`config.mk`:
```
export PLATFORM = sky130hd
export DESIGN_NAME = reading_offset_and_average_filter
export DESIGN_NICKNAME = d
export VERILOG_FILES = /design/src/inc/filter_active_indicator_pkg.sv /design/src/hdl/reading_offset_and_average_filter.sv /design/src/hdl/offset_null.sv
export VERILOG_INCLUDE_DIRS = /design/src /design/src/inc
export SDC_FILE = /design/constraint.sdc
export NUM_CORES = 2
export LEC_CHECK = 0
export BUFFER_PORTS_ARGS = -buffer_cell sky130_fd_sc_hd__buf_2
export CELL_PAD_IN_SITES_DETAIL_PLACEMENT = 1
export CELL_PAD_IN_SITES_GLOBAL_PLACEMENT = 1
export CORE_ASPECT_RATIO = 0.75
export CORE_MARGIN = 1.5
export CORE_UTILIZATION = 30
export DETAILED_ROUTE_END_ITERATION = 6
export PLACE_DENSITY = 0.54
export SYNTH_ARGS = -nofsm -noshare
export SYNTH_HDL_FRONTEND = slang
export SYNTH_HIERARCHICAL = 1
export SYNTH_SLANG_ARGS = --single-unit
```
`constraint.sdc`:
```
create_clock -name clk -period 98.9 [get_ports clk]
set_clock_uncertainty 0.1 [all_clocks]
set_input_delay 4.945 -clock clk [delete_from_list [all_inputs] [get_ports clk]]
set_output_delay 4.945 -clock clk [all_outputs]
set_load 0.05 [all_outputs]
```
`src/inc/filter_active_indicator_params.svh`:
```
`ifndef FILTER_ACTIVE_INDICATOR_PARAMS_SVH
`define FILTER_ACTIVE_INDICATOR_PARAMS_SVH

// Register byte offsets
`define ADDR_CONFIG       8'h00
`define ADDR_ADC          8'h04
`define ADDR_FILTER       8'h08
`define ADDR_TOGGLE       8'h0c
`define ADDR_RESULT       8'h10
`define ADDR_STATUS       8'h14

// Field positions
`define CFG_RES_LSB       0
`define CFG_FUNC_LSB      3
`define CFG_BW_LSB        8
`define ADC_ZERO_LSB      0
`define ADC_GAIN_LSB      2
`define FLT_EN_BIT        0
`define FLT_MODE_BIT      1
`define FLT_COUNT_LSB     8
`define STS_PLC_LSB       0
`define STS_SETTLE_LSB    16
`define STS_FILL_LSB      24

// Power-on values
`define RST_RESOLUTION    3'h3
`define RST_FUNCTION      4'h0
`define RST_AC_BW         2'h1
`define RST_FILTER_ACTIVE_INDICATOR_EN       1'b1
`define RST_FILTER_ACTIVE_INDICATOR_MODE     1'b0
`define RST_AVG_COUNT     7'h0a

// Averaging count limits
`define AVG_MIN           7'h02
`define AVG_MAX           7'h64

// Integration time in hundredths of a line cycle
`define PLC_0P02          11'h002
`define PLC_0P1           11'h00a
`define PLC_1             11'h064
`define PLC_10            11'h3e8

// Lower bandwidth limit in Hz and settling in tenths of a second
`define BW_SLOW_HZ        8'h03
`define BW_MED_HZ         8'h14
`define BW_FAST_HZ        8'hc8
`define SETTLE_SLOW       8'h46
`define SETTLE_MED        8'h0a
`define SETTLE_FAST       8'h01

`endif

```
`src/inc/filter_active_indicator_pkg.sv`:
```
package filter_active_indicator_pkg;

  localparam int READ_W = 24;
  localparam int CORR_W = READ_W + 1;

  typedef enum logic [2:0] {
    RES_FAST_45 = 3'b000,
    RES_SLOW_45 = 3'b001,
    RES_FAST_55 = 3'b010,
    RES_SLOW_55 = 3'b011,
    RES_FAST_65 = 3'b100,
    RES_SLOW_65 = 3'b101
  } resolution_type;

  typedef enum logic [1:0] {
    ZG_OFF  = 2'b00,
    ZG_ONCE = 2'b01,
    ZG_ON   = 2'b10
  } zg_mode_type;

  typedef enum logic [1:0] {
    BW_SLOW = 2'b00,
    BW_MED  = 2'b01,
    BW_FAST = 2'b10
  } ac_bw_type;

  // Measurement functions; codes 0xb..0xf unused
  localparam logic [3:0] FN_FREQ   = 4'h6;
  localparam logic [3:0] FN_PERIOD = 4'h7;
  localparam logic [3:0] FN_CONT   = 4'h8;
  localparam logic [3:0] FN_DIODE  = 4'h9;

  typedef struct packed {
    logic                     valid;
    logic                     null_rd;
    logic signed [READ_W-1:0] value;
  } reading_type;

  typedef struct packed {
    logic                     valid;
    logic signed [CORR_W-1:0] value;
  } corr_type;

endpackage

```
`src/hdl/reading_offset_and_average_filter.sv`:
```
// Local design decisions: the register offsets and the plain strobed port.
`timescale 1ns/10ps
`default_nettype none
`include "filter_active_indicator_params.svh"

module reading_offset_and_average_filter
  import filter_active_indicator_pkg::*;
#(
  parameter int AVG_DEPTH = 100
)
(
  input  wire logic        clk,
  input  wire logic        resetn,
  input  wire logic [7:0]  addr,
  input  wire logic [31:0] wdata,
  input  wire logic        wr,
  input  wire logic        rd,
  output logic      [31:0] rdata,
  input  wire reading_type rd_in,
  output logic             null_request,
  output corr_type         out_rd,
  output logic             filter_active_indicator,
  output logic      [10:0] power_line_cycles,
  output logic      [7:0]  ac_low_limit_hz,
  output logic      [7:0]  ac_settle_tenths
);

  localparam int SUM_W = CORR_W + 7;  // 100 full-scale readings fit

  if (AVG_DEPTH < 100 || AVG_DEPTH > 127) begin : g_bad_depth
    $error("AVG_DEPTH must be 100 to 127");
  end

  // Resolution table: {auto on, integration time}
  function automatic logic [11:0] res_table(input logic [2:0] res);
    logic [11:0] r;
    r = {1'b1, `PLC_1};
    case (res)
      RES_FAST_45: r = {1'b0, `PLC_0P02};
      RES_SLOW_45: r = {1'b1, `PLC_0P1};
      RES_FAST_55: r = {1'b0, `PLC_0P1};
      RES_SLOW_55: r = {1'b1, `PLC_1};
      RES_FAST_65: r = {1'b1, `PLC_1};
      RES_SLOW_65: r = {1'b1, `PLC_10};
      default:     r = {1'b1, `PLC_1};
    endcase
    return r;
  endfunction

  // Averaging bypassed for these functions
  function automatic logic no_avg(input logic [3:0] fn);
    return fn == FN_FREQ || fn == FN_PERIOD || fn == FN_CONT || fn == FN_DIODE;
  endfunction

  // Settings
  logic [2:0]  res_q;
  logic [3:0]  func_q;
  logic [1:0]  bw_q;
  logic [1:0]  zero_q;
  logic [1:0]  gain_q;
  logic        en_q;
  logic        mode_q;
  logic [6:0]  count_q;
  logic [31:0] rdata_q;
  logic        first_q;

  // Filter state
  logic signed [CORR_W-1:0] mem [0:AVG_DEPTH-1];
  logic signed [SUM_W-1:0]  sum_q;
  logic signed [CORR_W-1:0] seed_q;
  logic [6:0]               idx_q;
  logic [6:0]               written_q;
  logic                     started_q;
  corr_type                 out_q;
  corr_type                 corr;

  // Bus decode
  wire wr_cfg  = wr && addr == `ADDR_CONFIG;
  wire wr_adc  = wr && addr == `ADDR_ADC;
  wire wr_flt  = wr && addr == `ADDR_FILTER;
  wire wr_tog  = wr && addr == `ADDR_TOGGLE;

  // Write fields
  wire [2:0] w_res   = wdata[`CFG_RES_LSB +: 3];
  wire [3:0] w_func  = wdata[`CFG_FUNC_LSB +: 4];
  wire [1:0] w_bw    = wdata[`CFG_BW_LSB +: 2];
  wire [1:0] w_zero  = wdata[`ADC_ZERO_LSB +: 2];
  wire [1:0] w_gain  = wdata[`ADC_GAIN_LSB +: 2];
  wire [6:0] w_count = wdata[`FLT_COUNT_LSB +: 7];
  wire       w_mode  = wdata[`FLT_MODE_BIT];
  wire       w_en    = wdata[`FLT_EN_BIT];

  // Legal value checks; illegal fields keep their old value
  wire res_ok   = w_res <= 3'h5;
  wire bw_ok    = w_bw != 2'h3;
  wire count_ok = w_count >= `AVG_MIN && w_count <= `AVG_MAX;
  wire [11:0] w_tab = res_table(w_res);
  wire [1:0]  tab_zg = w_tab[11] ? ZG_ON : ZG_OFF;

  // Once is a trigger, stored as off afterwards
  wire zero_once = wr_adc && w_zero == ZG_ONCE;
  wire gain_once = wr_adc && w_gain == ZG_ONCE;
  wire once_pulse = zero_once | gain_once;
  wire func_chg   = wr_cfg && w_func != func_q;
  wire res_chg    = wr_cfg && res_ok && w_res != res_q;
  wire change_pulse = func_chg | res_chg;

  // Restart when anything shaping the average moves
  wire count_chg = wr_flt && count_ok && w_count != count_q;
  wire mode_chg  = wr_flt && w_mode != mode_q;
  wire en_chg    = (wr_flt && w_en != en_q) || wr_tog;
  wire restart   = count_chg | mode_chg | func_chg | en_chg;

  always_ff @(posedge clk or negedge resetn) begin
    if (!resetn) begin
      res_q   <= `RST_RESOLUTION;
      func_q  <= `RST_FUNCTION;
      bw_q    <= `RST_AC_BW;
      zero_q  <= ZG_ON;
      gain_q  <= ZG_ON;
      en_q    <= `RST_FILTER_ACTIVE_INDICATOR_EN;
      mode_q  <= `RST_FILTER_ACTIVE_INDICATOR_MODE;
      count_q <= `RST_AVG_COUNT;
      first_q <= 1'b1;
    end else begin
      first_q <= 1'b0;
      if (wr_cfg) begin
        func_q <= w_func;
        if (res_ok) begin
          res_q <= w_res;
        end
        if (bw_ok) begin
          bw_q <= w_bw;
        end
      end
      if (res_chg) begin
        zero_q <= tab_zg;
        gain_q <= tab_zg;
      end else if (wr_adc) begin
        if (w_zero != 2'h3) begin
          zero_q <= zero_once ? ZG_OFF : w_zero;
        end
        if (w_gain != 2'h3) begin
          gain_q <= gain_once ? ZG_OFF : w_gain;
        end
      end
      if (wr_flt) begin
        mode_q <= w_mode;
        if (count_ok) begin
          count_q <= w_count;
        end
      end
      if (wr_tog) begin
        en_q <= ~en_q;
      end else if (wr_flt) begin
        en_q <= w_en;
      end
    end
  end

  // Offset subtraction and null sequencing
  wire auto_on = zero_q == ZG_ON || gain_q == ZG_ON;

  offset_null u_null (
    .clk          (clk),
    .resetn       (resetn),
    .rd_in        (rd_in),
    .auto_on      (auto_on),
    .once_pulse   (once_pulse),
    .change_pulse (change_pulse),
    .null_request (null_request),
    .corr_out     (corr)
  );

  // Averaging datapath
  wire bypass = ~en_q | no_avg(func_q);
  wire take   = corr.valid & ~bypass & ~restart;
  wire [6:0] last_idx = count_q - 7'h01;
  wire wrap   = idx_q == last_idx;
  wire signed [SUM_W-1:0] x_ext   = SUM_W'(corr.value);
  wire signed [SUM_W-1:0] cnt_ext = SUM_W'({1'b0, count_q});
  // Unwritten slots hold the seed, so the store needs no fill loop
  wire signed [CORR_W-1:0] old_rd = (idx_q < written_q) ? mem[idx_q] : seed_q;
  wire signed [SUM_W-1:0] old_ext = SUM_W'(old_rd);
  wire signed [SUM_W-1:0] seed_sum  = x_ext * cnt_ext;
  wire signed [SUM_W-1:0] slide_sum = sum_q - old_ext + x_ext;
  wire signed [SUM_W-1:0] block_sum = sum_q + x_ext;
  wire signed [SUM_W-1:0] new_sum = mode_q ? block_sum
                                  : (started_q ? slide_sum : seed_sum);
  wire signed [SUM_W-1:0] quot = new_sum / cnt_ext;
  wire block_done = mode_q & wrap;
  wire emit_avg   = take & (~mode_q | block_done);
  wire [6:0] next_idx = wrap ? 7'h00 : idx_q + 7'h01;

  // Store write; contents need no reset
  wire mem_we = take & ~mode_q;
  always_ff @(posedge clk) begin
    if (mem_we) begin
      mem[idx_q] <= corr.value;
    end
  end

  always_ff @(posedge clk or negedge resetn) begin
    if (!resetn) begin
      sum_q     <= '0;
      seed_q    <= '0;
      idx_q     <= 7'h00;
      written_q <= 7'h00;
      started_q <= 1'b0;
    end else if (restart) begin
      sum_q     <= '0;
      idx_q     <= 7'h00;
      written_q <= 7'h00;
      started_q <= 1'b0;
    end else if (take) begin
      idx_q     <= next_idx;
      sum_q     <= block_done ? '0 : new_sum;
      started_q <= ~mode_q;
      if (!mode_q && !started_q) begin
        seed_q <= corr.value;
      end
      if (!mode_q && idx_q >= written_q) begin
        written_q <= idx_q + 7'h01;
      end
    end
  end

  // Result register; a reading arriving on a restart cycle is dropped unless bypass passes it straight through
  always_ff @(posedge clk or negedge resetn) begin
    if (!resetn) begin
      out_q <= '0;
    end else begin
      out_q.valid <= 1'b0;
      if (corr.valid && bypass) begin
        out_q.valid <= 1'b1;
        out_q.value <= corr.value;
      end else if (emit_avg) begin
        out_q.valid <= 1'b1;
        out_q.value <= quot[CORR_W-1:0];
      end
    end
  end

  // Table lookups for outputs and status
  wire [11:0] cur_tab = res_table(res_q);
  wire [7:0]  bw_hz   = bw_q == BW_SLOW ? `BW_SLOW_HZ
                      : (bw_q == BW_FAST ? `BW_FAST_HZ : `BW_MED_HZ);
  wire [7:0]  settle  = bw_q == BW_SLOW ? `SETTLE_SLOW
                      : (bw_q == BW_FAST ? `SETTLE_FAST : `SETTLE_MED);

  // Read mux; unmapped offsets read zero
  wire [31:0] cfg_word = {22'h00_0000, bw_q, 1'b0, func_q, res_q};
  wire [31:0] adc_word = {28'h000_0000, gain_q, zero_q};
  wire [31:0] flt_word = {17'h0_0000, count_q, 6'h00, mode_q, en_q};
  wire [31:0] res_word = 32'(out_q.value);
  wire [31:0] sts_word = {1'b0, written_q, settle, 5'h00, cur_tab[10:0]};
  wire [31:0] rd_mux = addr == `ADDR_CONFIG ? cfg_word
                     : addr == `ADDR_ADC    ? adc_word
                     : addr == `ADDR_FILTER ? flt_word
                     : addr == `ADDR_RESULT ? res_word
                     : addr == `ADDR_STATUS ? sts_word
                     : 32'h0000_0000;

  // Read data stands only in the cycle after the strobe
  always_ff @(posedge clk or negedge resetn) begin
    if (!resetn) begin
      rdata_q <= 32'h0000_0000;
    end else begin
      rdata_q <= rd ? rd_mux : 32'h0000_0000;
    end
  end

  assign rdata                   = rdata_q;
  assign out_rd                  = out_q;
  assign filter_active_indicator = en_q;
  assign power_line_cycles       = cur_tab[10:0];
  assign ac_low_limit_hz         = bw_hz;
  assign ac_settle_tenths        = settle;

  // Checks
  chk_reset_defaults: assert property (@(posedge clk) disable iff (!resetn)
    first_q |-> auto_on && bw_q == BW_MED && en_q && !mode_q && count_q == 7'h0a)
    else $error("power-on settings wrong");

  chk_toggle_press: assert property (@(posedge clk) disable iff (!resetn)
    wr_tog |=> filter_active_indicator != $past(filter_active_indicator))
    else $error("enable press did not toggle");

  chk_count_refused: assert property (@(posedge clk) disable iff (!resetn)
    wr_flt && (w_count < 7'h02 || w_count > 7'h64) |=> $stable(count_q))
    else $error("illegal count accepted");

  chk_fast45_table: assert property (@(posedge clk) disable iff (!resetn)
    wr_cfg && w_res == RES_FAST_45 && w_res != res_q
      |=> !auto_on && power_line_cycles == 11'h002)
    else $error("fast 4.5 settings wrong");

  chk_first_fills: assert property (@(posedge clk) disable iff (!resetn)
    take && !mode_q && !started_q
      |=> out_rd.valid && out_rd.value == $past(corr.value))
    else $error("first sliding output is not the reading");

  chk_block_emit: assert property (@(posedge clk) disable iff (!resetn)
    take && mode_q |=> out_rd.valid == $past(wrap))
    else $error("block output not once per count");

  // Store must start empty after each block result
  chk_block_flush: assert property (@(posedge clk) disable iff (!resetn)
    take && block_done && !restart |=> sum_q == '0 && idx_q == 7'h00)
    else $error("block store not flushed");

  chk_restart_clear: assert property (@(posedge clk) disable iff (!resetn)
    restart |=> idx_q == 7'h00 && written_q == 7'h00 && !started_q && sum_q == '0)
    else $error("store not cleared on change");

  chk_bypass_pass: assert property (@(posedge clk) disable iff (!resetn)
    corr.valid && no_avg(func_q) |=> out_rd.valid && out_rd.value == $past(corr.value))
    else $error("bypass reading altered");

  chk_avg_lit: assert property (@(posedge clk) disable iff (!resetn)
    emit_avg |=> filter_active_indicator)
    else $error("averaged output with indicator dark");

  cov_sliding_out: cover property (@(posedge clk) disable iff (!resetn)
    take && !mode_q && started_q);
  cov_block_out: cover property (@(posedge clk) disable iff (!resetn)
    take && block_done);
  cov_bypass_out: cover property (@(posedge clk) disable iff (!resetn)
    corr.valid && bypass);

endmodule // reading_offset_and_average_filter

`default_nettype wire

```
`src/hdl/offset_null.sv`:
```
`timescale 1ns/10ps
`default_nettype none

module offset_null
  import filter_active_indicator_pkg::*;
(
  input  wire logic        clk,
  input  wire logic        resetn,
  input  wire reading_type rd_in,
  input  wire logic        auto_on,
  input  wire logic        once_pulse,
  input  wire logic        change_pulse,
  output logic             null_request,
  output corr_type         corr_out
);

  typedef enum logic {
    ST_IDLE      = 1'b0,
    ST_WAIT_NULL = 1'b1
  } null_state_type;

  null_state_type           state_q;
  null_state_type           state_d;
  logic signed [READ_W-1:0] offset_q;
  logic signed [READ_W-1:0] base_q;
  logic                     req_q;
  corr_type                 corr_q;

  // Input decode
  wire base_in = rd_in.valid & ~rd_in.null_rd;
  wire null_in = rd_in.valid & rd_in.null_rd;
  wire take_new = base_in & auto_on & (state_q == ST_IDLE);
  wire req_set = take_new | once_pulse | change_pulse;

  // Set wins over the clear by the arriving null reading
  wire req_d = req_set | (req_q & ~null_in);

  always_comb begin
    state_d = state_q;
    unique case (state_q)
      ST_IDLE:      if (take_new) begin
        state_d = ST_WAIT_NULL;
      end
      ST_WAIT_NULL: if (null_in) begin
        state_d = ST_IDLE;
      end
    endcase
  end

  // Base minus most recent null
  wire signed [CORR_W-1:0] held_diff = CORR_W'(base_q) - CORR_W'(rd_in.value);
  wire signed [CORR_W-1:0] live_diff = CORR_W'(rd_in.value) - CORR_W'(offset_q);

  always_ff @(posedge clk or negedge resetn) begin
    if (!resetn) begin
      state_q  <= ST_IDLE;
      offset_q <= '0;
      base_q   <= '0;
      req_q    <= 1'b0;
      corr_q   <= '0;
    end else begin
      state_q      <= state_d;
      req_q        <= req_d;
      corr_q.valid <= 1'b0;
      if (null_in) begin
        offset_q <= rd_in.value;
      end
      if (take_new) begin
        base_q <= rd_in.value;
      end
      if (null_in && state_q == ST_WAIT_NULL) begin
        corr_q.valid <= 1'b1;
        corr_q.value <= held_diff;
      end else if (base_in && !auto_on) begin
        corr_q.valid <= 1'b1;
        corr_q.value <= live_diff;
      end
    end
  end

  assign null_request = req_q;
  assign corr_out     = corr_q;

  chk_fresh_null: assert property (@(posedge clk) disable iff (!resetn)
    take_new |=> null_request && state_q == ST_WAIT_NULL)
    else $error("no offset request after base reading");

endmodule // offset_null

`default_nettype wire

```
==> reports/metrics.cfg <==
[clock_network]
cts_buffers = 304
cts_tree = done
insertion_delay_ps = 940
clockRootBuffer = clkbuf_16
cts.clk_slew.worst_paths_ps = 60
cts_sinks = 2728
clockBufferDepth = 4
htreeDepth = 5

[route]
viasPerCell = 5.791
drc = 0
via_count = 98480
wl_met3_um = 39140
drtPass1Iterations = 6
wl_met2_um = 227300
wl_met1_um = 253500
dr.max_layer_used = met5
drt_wl_total_um = 533400
post_drt_wl_per_cell_um = 31.37
dr.first_iter.drc_count = 9800
postRouteAntennaNets = 0

[setup_path]
critPathKind = reg2reg
crit_fanout = 68
critPathMaxStageDelay_ps = 750
slowest_stage = or4b_1
cp.arrival_ps = 94120
cp-end-kind = flop
required_ps = 99540
cp-start-kind = flop
cpMostUsedCell = o21a_1
ff2ff_path_depth = 410

[synthesis]
synth_compound_area_frac = 0.1736
synth_xor_area_frac = 0.01936
synthTopCellsByArea = edfxtp_1 56%, a22oi_1 4.5%, dfrtp_1 4.1%
muxShareOfSynthArea = 0.02166
ys_ff_latch = 2728
ys_types = 148
synthAdderAreaFrac = 0.06116
synthCells = 10500
netlist_area_um2 = 134300
ys_seq_area_frac = 0.6015
ys_dominant_reg_cell = edfxtp_1
synth_top_family_by_area = compound AO/OA/AOI/OAI gates
synth_largest_area_cell = edfxtp_1
synthTopCellsByCount = 2500 x edfxtp_1, 812 x a22oi_1, 733 x nor2_1, 550 x nand2_1, 405 x inv_1
synthSimpleGateAreaFrac = 0.09419
yosysMostFrequentCell = edfxtp_1
yosysTopAreaCellShare = 0.5589
yosys_warnings = 6
ys_async_sr_fraction = 0.08358
syn_area_per_cell_um2 = 12.79
synth_edf_count = 2500

[finish]
fin_nets = 11490
drive_gt1_frac = 0.1453
area_growth_syn_to_layout_pct = 15.70
final_util = 0.3491
register_area_um2 = 80900
fill_cells = 47010
multi_input_area_um2 = 51250

[floorplan]
pin_count = 157
core_um2 = 445100
die_w_um = 775.6
die-area_um2 = 451800
die_y_um = 582.5
rows = 212
start_util = 0.3018

[sta]
report.final.slew_viol_count = 0
period_share = 0.9452
min_period_ps = 93480
slew-limit-headroom = 0.06590
fmax_ghz = 0.01070
hold_viol_final = 0
worst_pin_slew_ps = 1388
finalSetupViolCount = 0

[global_routing]
grt_antenna_before_repair = 42
track_usage = 0.2254
grt_pass1_wl_um = 745400
grt_max_degree = 99
grt_pass1_vias = 98960
grt-ovfl-total = 0

[status]
status = completed

[placement]
hpwl_um = 345700
globalplace.congestion = 0.8791
portBuffers = 131

[hold_path]
min_path_type = reg2reg
holdPathStages = 2

[flow_run]
drv_cap = 0

through the flow:
step / cells / TNS, ps / hold WS [ps] / instance area [µm²] / setup WS (ps)
floorplan: 10510 / 0 / 349.8 / 134300 / 11850
global placement: 16400 / 0 / 364.4 / 144400 / 1130
detailed placement: 16400 / -4676 / 373.4 / 144400 / -642.8
CTS: 16950 / 0 / 385.4 / 154200 / 526.1
global route: 17000 / -1782 / 413.6 / 155400 / -335.8
finish: 17010 / 0 / 382.5 / 155400 / 5422
worst paths after layout:
path / end / slack (ps) / startpoint
max: out_rd[20] / 5420 / idx_q[0]
max reg2reg: out_rd[20] / 5420 / idx_q[0]
min: u_null/offset_q[19] / 380 / u_null/offset_q[19]
min reg2reg: u_null/offset_q[19] / 380 / u_null/offset_q[19]
max in group asynchronous: rdata[17] / 92680 / resetn
min in group asynchronous: seed_q[21] / 3800 / resetn
state kept, by name (all words and copies together) (netlist names), 24 cells and up:
register / count
rdata: 32
mem: 2500
u_null/corr_out: 26
out_rd: 26
sum_q: 32
u_null/offset_q: 24
seed_q: 25
u_null/base_q: 24
cell type report:
cell class | instances | area share
sequential | 2728 | 0.5206
multi-input combinational | 6815 | 0.3298
clock buffer | 385 | 0.05207
tap | 5885 | 0.04738
timing repair buffer | 593 | 0.02948
clock inverter | 167 | 0.01033
inverter | 423 | 0.01024
antenna | 9 | 0.0001449
placed cells by master (no fill, tap or decap), types with 241 or more instances in the layout:
master,n
a21oi_1,366
a22oi_1,812
buf_4,414
clkbuf_16,316
edfxtp_1,2500
ha_1,391
inv_1,400
nand2_1,546
nor2_1,619
nor3_1,241
o21ai_0,306
worst max-delay path: cells and delay by family (launching register included):
family / cells / cell delay (ps)
AO/OA/AOI/OAI: 219 / 46800
XOR/XNOR: 3 / 670
adder cells (fa/ha/maj): 34 / 10770
buffers and inverters: 31 / 6130
flip-flops: 1 / 530
multiplexers: 8 / 2760
AND/OR/NAND/NOR: 115 / 25200
layer usage:
layer / global-route usage / up-vias
li1: - / 42220
met1: 0.3436 / 52020
met2: 0.3369 / 3636
met3: 0.03253 / 594
met4: 0.05096 / 4
met5: 0 / -
repair_timing:
item,4_1_cts,5_1_grt
gates cloned,0,7
setup endpoints to repair,24,25
pin swaps,1,17
hold buffers,0,0
setup buffers,2,38
resized for setup,14,176
cells by family (layout without fill, tap and decap cells):
logic type	count (synthesis)	in the layout
AO/OA/AOI/OAI	3199	3200
flip-flops	2728	2728
AND/OR/NAND/NOR	2525	2526
buffers and inverters	966	1568
adder cells (fa/ha/maj)	560	560
XOR/XNOR	293	293
multiplexers	229	229
other	1	16
Power is not shown: default switching activity piles up to over one toggle a cycle in this logic, so the estimate is an artifact.
